===== src/adcc_pkg.sv =====
`default_nettype none
package adcc_pkg;
    localparam int SAMPLE_BITS = 12;
    localparam int INPUT_BITS  = 14;
    localparam int CLK_PERIOD_NS    = 20;
    localparam int SAMPLE_PERIOD_NS = 100;
    localparam int SAMPLE_CYCLES = SAMPLE_PERIOD_NS / CLK_PERIOD_NS;
    localparam logic [7:0] REG_STATUS     = 8'h00;
    localparam logic [7:0] REG_REF_LEVEL  = 8'h04;
    localparam logic [7:0] REG_CAL_CYCLES = 8'h08;
    localparam logic [7:0] REG_SAMPLE     = 8'h0C;
    localparam logic [7:0] REG_CONV_COUNT = 8'h10;
    localparam int ST_READY_BIT = 0;
    localparam int ST_CAL_BIT   = 1;
    localparam int ST_PD_BIT    = 2;
    localparam int ST_OR_BIT    = 3;
    localparam int ST_ARMED_BIT = 4;
    localparam logic [11:0] REF_LEVEL_RESET  = 12'hFFF;
    localparam logic [15:0] CAL_CYCLES_RESET = 16'h0400;
    typedef enum logic [2:0] {
        ADCC_RUN   = 3'b001,
        ADCC_CAL   = 3'b010,
        ADCC_PDOWN = 3'b100
    } adcc_state_t;
endpackage : adcc_pkg
`default_nettype wire


===== src/adcc_pin_sync.sv =====
`timescale 1ns/1ps
`default_nettype none
module adcc_pin_sync #(
    parameter int WIDTH = 1
) (
    input  wire logic             clk,
    input  wire logic             rst,
    input  wire logic [WIDTH-1:0] pin,
    output var  logic [WIDTH-1:0] level
);
    logic [WIDTH-1:0] stage1;
    logic [WIDTH-1:0] stage2;
    logic [WIDTH-1:0] stage3;
    logic [WIDTH-1:0] next_level;

    // A change counts only once the last two stages agree
    always_comb begin
        for (int i = 0; i < WIDTH; i++) begin
            next_level[i] = (stage2[i] == stage3[i]) ? stage3[i] : level[i];
        end
    end

    always_ff @(posedge clk or posedge rst) begin
        if (rst) begin
            stage1 <= '0;
            stage2 <= '0;
            stage3 <= '0;
            level  <= '0;
        end else begin
            stage1 <= pin;
            stage2 <= stage1;
            stage3 <= stage2;
            level  <= next_level;
        end
    end
endmodule : adcc_pin_sync
`default_nettype wire


===== src/adcc_control_port.sv =====
// The AHB-Lite register port and the register addresses are this design's own decisions.
`timescale 1ns/1ps
`default_nettype none
module adcc_control_port (
    input  wire logic                                clk,
    input  wire logic                                rst,
    input  wire logic                                sample_clk,
    input  wire logic                                cal_request,
    input  wire logic                                power_down_request,
    input  wire logic                                output_enable_n,
    input  wire logic signed [adcc_pkg::INPUT_BITS-1:0] analog_input,
    output var  logic [adcc_pkg::SAMPLE_BITS-1:0]    sample_word,
    output var  logic                                sample_word_oe,
    output var  logic                                over_range,
    output var  logic                                ready,
    input  wire logic                                hsel,
    input  wire logic [31:0]                         haddr,
    input  wire logic [1:0]                          htrans,
    input  wire logic                                hwrite,
    input  wire logic [2:0]                          hsize,
    input  wire logic [31:0]                         hwdata,
    input  wire logic                                hready,
    output var  logic [31:0]                         hrdata,
    output var  logic                                hreadyout,
    output var  logic                                hresp
);
    import adcc_pkg::*;

    // Over-range test, shared by the datapath and its check
    function automatic logic out_of_range(
        input logic signed [INPUT_BITS-1:0] value,
        input logic [SAMPLE_BITS-1:0]       ref_level
    );
        logic signed [INPUT_BITS-1:0] ref_ext;
        ref_ext = signed'({2'b00, ref_level});
        return (value < 0) || (value > ref_ext);
    endfunction : out_of_range

    // Out-of-range inputs saturate at zero or at the reference
    function automatic logic [SAMPLE_BITS-1:0] clamp_code(
        input logic signed [INPUT_BITS-1:0] value,
        input logic [SAMPLE_BITS-1:0]       ref_level
    );
        logic signed [INPUT_BITS-1:0] ref_ext;
        ref_ext = signed'({2'b00, ref_level});
        if (value < 0) begin
            return '0;
        end else if (value > ref_ext) begin
            return ref_level;
        end
        return value[SAMPLE_BITS-1:0];
    endfunction : clamp_code

    // Pins from outside the clock domain
    logic [3:0] pins_level;
    adcc_pin_sync #(
        .WIDTH (4)
    ) u_pin_sync (
        .clk   (clk),
        .rst   (rst),
        .pin   ({output_enable_n, power_down_request, cal_request,
                 sample_clk}),
        .level (pins_level)
    );
    logic smp_lvl;
    logic cal_lvl;
    logic pd_lvl;
    logic oe_n_lvl;
    assign smp_lvl  = pins_level[0];
    assign cal_lvl  = pins_level[1];
    assign pd_lvl   = pins_level[2];
    assign oe_n_lvl = pins_level[3];

    // Register file
    logic [SAMPLE_BITS-1:0] ref_level;
    logic [15:0]            cal_cycles;
    logic [15:0]            conv_count;
    logic                   wr_pend;
    logic [7:0]             wr_addr;
    logic [SAMPLE_BITS-1:0] next_ref_level;
    logic [15:0]            next_cal_cycles;
    logic                   next_wr_pend;
    logic [7:0]             next_wr_addr;
    logic [31:0]            next_hrdata;

    // Control state
    adcc_state_t state;
    adcc_state_t next_state;
    logic        cal_armed;
    logic        next_cal_armed;
    logic        smp_prev;
    logic        cal_prev;
    logic [15:0] cal_count;
    logic [15:0] next_cal_count;
    logic        next_ready;

    // Datapath
    logic [SAMPLE_BITS-1:0] next_sample_word;
    logic                   next_over_range;
    logic                   next_oe;
    logic [15:0]            next_conv_count;
    logic                   conv_strobe;

    logic addr_phase;
    assign addr_phase = hsel && hready && htrans[1];

    always_comb begin
        next_wr_pend    = addr_phase && hwrite;
        next_wr_addr    = addr_phase ? haddr[7:0] : wr_addr;
        next_ref_level  = ref_level;
        next_cal_cycles = cal_cycles;
        next_hrdata     = hrdata;
        if (wr_pend) begin
            unique case (wr_addr)
                REG_REF_LEVEL:  next_ref_level  = hwdata[SAMPLE_BITS-1:0];
                REG_CAL_CYCLES: next_cal_cycles = hwdata[15:0];
                default: ;
            endcase
        end
        // Read data is fetched in the address phase so it stands
        // from a flop throughout the zero-wait data phase
        if (addr_phase && !hwrite) begin
            next_hrdata = 32'h0000_0000;
            unique case (haddr[7:0])
                REG_STATUS: begin
                    next_hrdata[ST_READY_BIT] = ready;
                    next_hrdata[ST_CAL_BIT]   = (state == ADCC_CAL);
                    next_hrdata[ST_PD_BIT]    = (state == ADCC_PDOWN);
                    next_hrdata[ST_OR_BIT]    = over_range;
                    next_hrdata[ST_ARMED_BIT] = cal_armed;
                end
                REG_REF_LEVEL:  next_hrdata[SAMPLE_BITS-1:0] = ref_level;
                REG_CAL_CYCLES: next_hrdata[15:0] = cal_cycles;
                REG_SAMPLE:     next_hrdata[SAMPLE_BITS-1:0] = sample_word;
                REG_CONV_COUNT: next_hrdata[15:0] = conv_count;
                default: ;
            endcase
        end
    end

    always_ff @(posedge clk or posedge rst) begin
        if (rst) begin
            wr_pend    <= 1'b0;
            wr_addr    <= 8'h00;
            ref_level  <= REF_LEVEL_RESET;
            cal_cycles <= CAL_CYCLES_RESET;
            hrdata     <= 32'h0000_0000;
            hreadyout  <= 1'b0;
            hresp      <= 1'b0;
        end else begin
            wr_pend    <= next_wr_pend;
            wr_addr    <= next_wr_addr;
            ref_level  <= next_ref_level;
            cal_cycles <= next_cal_cycles;
            hrdata     <= next_hrdata;
            hreadyout  <= 1'b1;
            hresp      <= 1'b0;
        end
    end

    // Sample clock rising edge is the only conversion trigger
    assign conv_strobe = smp_lvl && !smp_prev && (state == ADCC_RUN);

    always_comb begin
        next_state     = state;
        next_cal_count = cal_count;
        // Arm on a rising request, never in power-down
        next_cal_armed = cal_armed;
        if (cal_lvl && !cal_prev) begin
            next_cal_armed = (state != ADCC_PDOWN);
        end
        unique case (state)
            ADCC_RUN: begin
                if (cal_armed && cal_prev && !cal_lvl) begin
                    next_state     = ADCC_CAL;
                    next_cal_count = cal_cycles;
                    next_cal_armed = 1'b0;
                end else if (pd_lvl) begin
                    next_state = ADCC_PDOWN;
                end
            end
            ADCC_CAL: begin
                // Power-down request is looked at only when the count runs out
                if (cal_count <= 16'h0001) begin
                    next_state     = pd_lvl ? ADCC_PDOWN : ADCC_RUN;
                    next_cal_count = 16'h0000;
                end else begin
                    next_cal_count = cal_count - 16'h0001;
                end
            end
            ADCC_PDOWN: begin
                next_cal_armed = 1'b0;
                if (!pd_lvl) begin
                    next_state = ADCC_RUN;
                end
            end
            default: next_state = ADCC_RUN;
        endcase
        next_ready = (next_state == ADCC_RUN);
    end

    always_ff @(posedge clk or posedge rst) begin
        if (rst) begin
            state     <= ADCC_RUN;
            cal_armed <= 1'b0;
            cal_prev  <= 1'b0;
            smp_prev  <= 1'b0;
            cal_count <= 16'h0000;
            ready     <= 1'b0;
        end else begin
            state     <= next_state;
            cal_armed <= next_cal_armed;
            cal_prev  <= cal_lvl;
            smp_prev  <= smp_lvl;
            cal_count <= next_cal_count;
            ready     <= next_ready;
        end
    end

    // The input comes from front-end logic on this clock, so it is
    // captured without synchronisers; one word per strobe
    always_comb begin
        next_sample_word = sample_word;
        next_over_range  = over_range;
        next_conv_count  = conv_count;
        if (conv_strobe) begin
            next_sample_word = clamp_code(analog_input, ref_level);
            next_over_range  = out_of_range(analog_input, ref_level);
            next_conv_count  = conv_count + 16'h0001;
        end
        next_oe = !oe_n_lvl;
    end

    always_ff @(posedge clk or posedge rst) begin
        if (rst) begin
            sample_word    <= '0;
            over_range     <= 1'b0;
            conv_count     <= 16'h0000;
            sample_word_oe <= 1'b0;
        end else begin
            sample_word    <= next_sample_word;
            over_range     <= next_over_range;
            conv_count     <= next_conv_count;
            sample_word_oe <= next_oe;
        end
    end

    a_conv_word: assert property (@(posedge clk) disable iff (rst)
        conv_strobe |=> sample_word ==
            clamp_code($past(analog_input), $past(ref_level))
            && conv_count == $past(conv_count) + 16'h0001)
        else $error("conversion word not captured");

    a_conv_paced: assert property (@(posedge clk) disable iff (rst)
        !(smp_lvl && !smp_prev) |=> conv_count == $past(conv_count))
        else $error("conversion without sample clock edge");

    a_cal_start: assert property (@(posedge clk) disable iff (rst)
        (state == ADCC_RUN && cal_armed && cal_prev && !cal_lvl)
            |=> state == ADCC_CAL && !cal_armed)
        else $error("calibration did not start on falling request");

    a_cal_no_arm_pd: assert property (@(posedge clk) disable iff (rst)
        state == ADCC_PDOWN |=> !cal_armed)
        else $error("calibration armed during power-down");

    a_pd_enter: assert property (@(posedge clk) disable iff (rst)
        (state == ADCC_RUN && pd_lvl && !(cal_armed && cal_prev && !cal_lvl))
            |=> state == ADCC_PDOWN)
        else $error("power-down not entered");

    a_pd_in_cal: assert property (@(posedge clk) disable iff (rst)
        (state == ADCC_CAL && cal_count > 16'h0001)
            |=> state == ADCC_CAL)
        else $error("calibration left early");

    // The first edge after reset still shows the reset value, so skip it
    a_oe_follow: assert property (@(posedge clk) disable iff (rst)
        !$past(rst) |-> sample_word_oe == !$past(oe_n_lvl))
        else $error("output enable does not follow pin");

    a_over_range: assert property (@(posedge clk) disable iff (rst)
        conv_strobe |=> over_range ==
            out_of_range($past(analog_input), $past(ref_level)))
        else $error("over-range flag wrong");

    a_ready_state: assert property (@(posedge clk) disable iff (rst)
        !$past(rst) |-> ready == (state == ADCC_RUN))
        else $error("ready does not match state");

    a_word_order: assert property (@(posedge clk) disable iff (rst)
        (conv_strobe && analog_input == 14'sd1 && ref_level != 12'h000)
            |=> sample_word == 12'h001)
        else $error("sample word bit order wrong");
endmodule : adcc_control_port
`default_nettype wire


===== config.mk =====
export PLATFORM = sky130hd
export DESIGN_NAME = adcc_control_port
export DESIGN_NICKNAME = d
export VERILOG_FILES = /design/src/adcc_pkg.sv /design/src/adcc_pin_sync.sv /design/src/adcc_control_port.sv
export SDC_FILE = /design/constraint.sdc
export NUM_CORES = 1
export LEC_CHECK = 0
export BUFFER_PORTS_ARGS = -buffer_cell sky130_fd_sc_hd__buf_4
export CAP_MARGIN = 20
export CORE_ASPECT_RATIO = 1.4
export CORE_MARGIN = 1
export CORE_UTILIZATION = 58
export DETAILED_ROUTE_END_ITERATION = 16
export PLACE_DENSITY_LB_ADDON = 0.12
export SYNTH_ARGS = -nofsm -noshare
export SYNTH_HDL_FRONTEND = slang
export SYNTH_HIERARCHICAL = 1
export SYNTH_SLANG_ARGS = --single-unit

===== constraint.sdc =====
create_clock -name clk -period 7.5 [get_ports clk]
set_input_delay 0.75 -clock clk [delete_from_list [all_inputs] [get_ports clk]]
set_output_delay 0.75 -clock clk [all_outputs]
set_load 0.01 [all_outputs]

==> flow_summary.toml <==
[final_layout]
nNetsFinal = 702
design_area_sq_um = 7110
antenna_cells = 0
area_growth_pct = 20.6
drive_above_1_share_pct = 29.2
fin_cells = 742
utilization_pct = 71.8

[critical_path]
reg2reg_to = "cal_count[4]$_DFFE_PP0P_"
critPathKind = "flip-flop to flip-flop"
critPathRequiredTime_ns = 7.79
r2r_setup_slack_ns = 4.54
crit_path_start_kind = "flip-flop"
rr_startpoint = "cal_count[4]$_DFFE_PP0P_"
arrival_ns = 3.25
rr_worst_depth = 6
crit_start = "cal_count[4]$_DFFE_PP0P_"
cp-end-kind = "flip-flop"
cp_max_fo = 20

[routing]
drc_errors = 0
antenna_left = 0
drt_iter0_drc = 239
viasPerCell = 5.95
wire_per_inst_um = 18.7
first_pass_iters = 5
totalWireLength_mm = 13.9
vias = 4417

[global_routing]
track_usage_pct = 28.5
grt.overflow.total = 0
grt_pass1_vias = 4448
grt_max_degree = 56
antenna_found_initial = 0
grt_pass1_wl_mm = 22.3

[yosys]
ys_ff_latch = 123
syn-instance-count = 517
yosysWarnings = 6
synthTopCellsByArea = "dfrtp_1 46%, mux2_2 6.9%, dfstp_2 6.2%"
syn_area_per_cell_sq_um = 11.4
netlist-cell-type-count = 58
syn_area_sq_um = 5890
yosys.area.top_type = "dfrtp_1"
synth-main-ff-cell = "dfrtp_1"
synth_edf_count = 0
async_flop_share_pct = 100
yosysTopAreaCellShare_pct = 46.3
yosysSeqAreaShare_pct = 52.5

[floorplan]
fp.coreArea_sq_um = 9900
dieHeight_um = 121
rows = 43
fp.dieArea_sq_um = 10600
fp.dieW_um = 87.2
ios = 141
initial_core_util_pct = 59.5

[timing]
hold_ws_ns = 0.354
min_period_over_period_pct = 39.5
setup_slack_ns = 4.54
hold_viol = 0
fin_crit_ns = 2.96
clock_skew_ns = 0.0124
setup_viol = 0
fin_tns_setup_ns = 0
slew_headroom_pct = 42.4
finalMaxSlewViolations = 0
fmax_ghz = 0.338
rsz0062_at_grt = "no"
tightestPinTransition_ns = 0.861

[pwr]
p_seq_share_pct = 41.9
power.share.clock_pct = 36.0
power_mw = 2.22
powerDensity_nw_per_um2 = 313
switching_power_mw = 0.662
leakage_nw = 3.26
switching_share_pct = 29.8
p_int_mw = 1.56
pwr-share-comb_pct = 22.2
peakVddDrop_mv = 0.199

[worst_hold_path]
holdPathStages = 0
hp-start = "u_pin_sync/stage1[2]$_DFF_PP0_"
hold_path_class = "flip-flop to flip-flop"
hold_end = "u_pin_sync/stage2[2]$_DFF_PP0_"

[placed_design]
port_buffers = 79
place_ws_ns = 4.57
dp_hpwl_mm = 9.75
place_area_sq_um = 6530
gp_congestion = 0.855
dp.cells = 711

[clock_tree]
hold_buffers = 0
clk_path_buf_depth = 2
clock_latency_ns = 0.41
htreeDepth = 4
root_buffer = "clkbuf_16"
cts_resized = 0
clkTransAtPathRegs_ns = 0.05
cts_tree = "built"
cts_made_buffers = 17
cts.sinks = 123
cts_setup_buffers = 0

[flow_run]
drv_cap = 0

[run_status]
status = "finished, final reports clean"
-- power by group through the flow --
stage / logic [mW] / clock network (mW) / registers [mW]
after detailed placement: 0.488 / 0 / 0.931
after CTS: 0.493 / 0.806 / 0.926
after global routing: 0.543 / 0.837 / 0.944
final: 0.493 / 0.799 / 0.931
after global placement: 0.474 / 0 / 0.926
after floorplan: 0.341 / 0 / 0.899
-- registers in the layout, indices dropped and copies added, names as in the netlist, 4 cells and up --
| name | flops |
|---|---|
| hrdata | 16 |
| sample_word | 12 |
| cal_cycles | 16 |
| u_pin_sync/level | 4 |
| ref_level | 12 |
| u_pin_sync/stage2 | 4 |
| cal_count | 16 |
| u_pin_sync/stage1 | 4 |
| wr_addr | 8 |
| conv_count | 16 |
| u_pin_sync/stage3 | 4 |
-- cell usage in the layout (no fill, tap or decap), types with 10 or more instances in the layout --
cell       count
o21ai_0       21
nand2_1       24
ha_1          15
inv_1         22
a22oi_1       17
mux2_2        36
clkbuf_16     17
buf_4         83
a221o_1       17
xnor2_1       14
conb_1        18
dfstp_2       14
nor2b_1       18
mux2i_1       10
a21oi_1       13
dfrtp_1      109
nor2_1        27
-- cell type report --
cell class	count	area, sq um
multi-input combinational	347	2550
clock buffer	24	492
inverter	23	88.8
sequential	123	3100
clock inverter	7	90.1
fill	753	2790
tap	135	169
timing repair buffer	83	623
-- worst max-delay path, stage by stage (launching register included) --
cell and delay, ns:
dfrtp_1 0.43, or4_4 0.56, or4_1 0.56, o21ai_2 0.70, nand2b_1 0.19, nand2_1 0.06, a221o_2 0.33
-- cells in the mapped netlist (5+ instances only) --
cell	count
nor3_1	9
a22o_1	7
dfrtp_1	109
mux2i_1	10
a21oi_1	13
nand4_1	8
clkbuf_1	16
nand2_1	24
and3_1	6
nand3_1	9
buf_4	17
nor4_1	6
nand2b_1	5
o21ai_0	21
xnor2_1	14
nor2b_1	18
xor2_1	9
a221o_1	17
inv_1	23
o22ai_1	9
dfstp_2	14
nor2_1	27
a22oi_1	17
ha_1	15
mux2_2	36
-- routing by layer --
layer / up-vias / GRT usage [%] / routed length (um)
li1: 2010 / - / -
met1: 2226 / 34.5 / 5450
met2: 149 / 48.0 / 7410
met3: 32 / 6.05 / 651
met4: 0 / 13.5 / 377
met5: - / 0 / 0
-- logic make-up (layout without fill, tap and decap cells) --
kind of cell    count (synthesis)  count (layout)  share of synthesized area, %
compound gates                105             105                          12.7
xor+xnor                       23              23                          3.42
fa+ha+maj                      19              19                          3.95
buf+inv                        63             137                          5.31
flops                         123             123                          52.5
mux                            50              50                          10.1
other cells                     2              18                         0.127
simple gates                  132             132                          11.9
-- worst max path at each step --
stage                                to  slack [ns]
6_report       cal_count[4]$_DFFE_PP0P_        4.54
5_1_grt        cal_count[4]$_DFFE_PP0P_        4.39
4_1_cts        cal_count[4]$_DFFE_PP0P_        4.54
3_5_place_dp   cal_count[4]$_DFFE_PP0P_        4.57
3_3_place_gp   cal_count[4]$_DFFE_PP0P_        4.60
2_1_floorplan       cal_armed$_DFF_PP0_        3.96
Note: power is estimated with default switching activity, not from simulation.
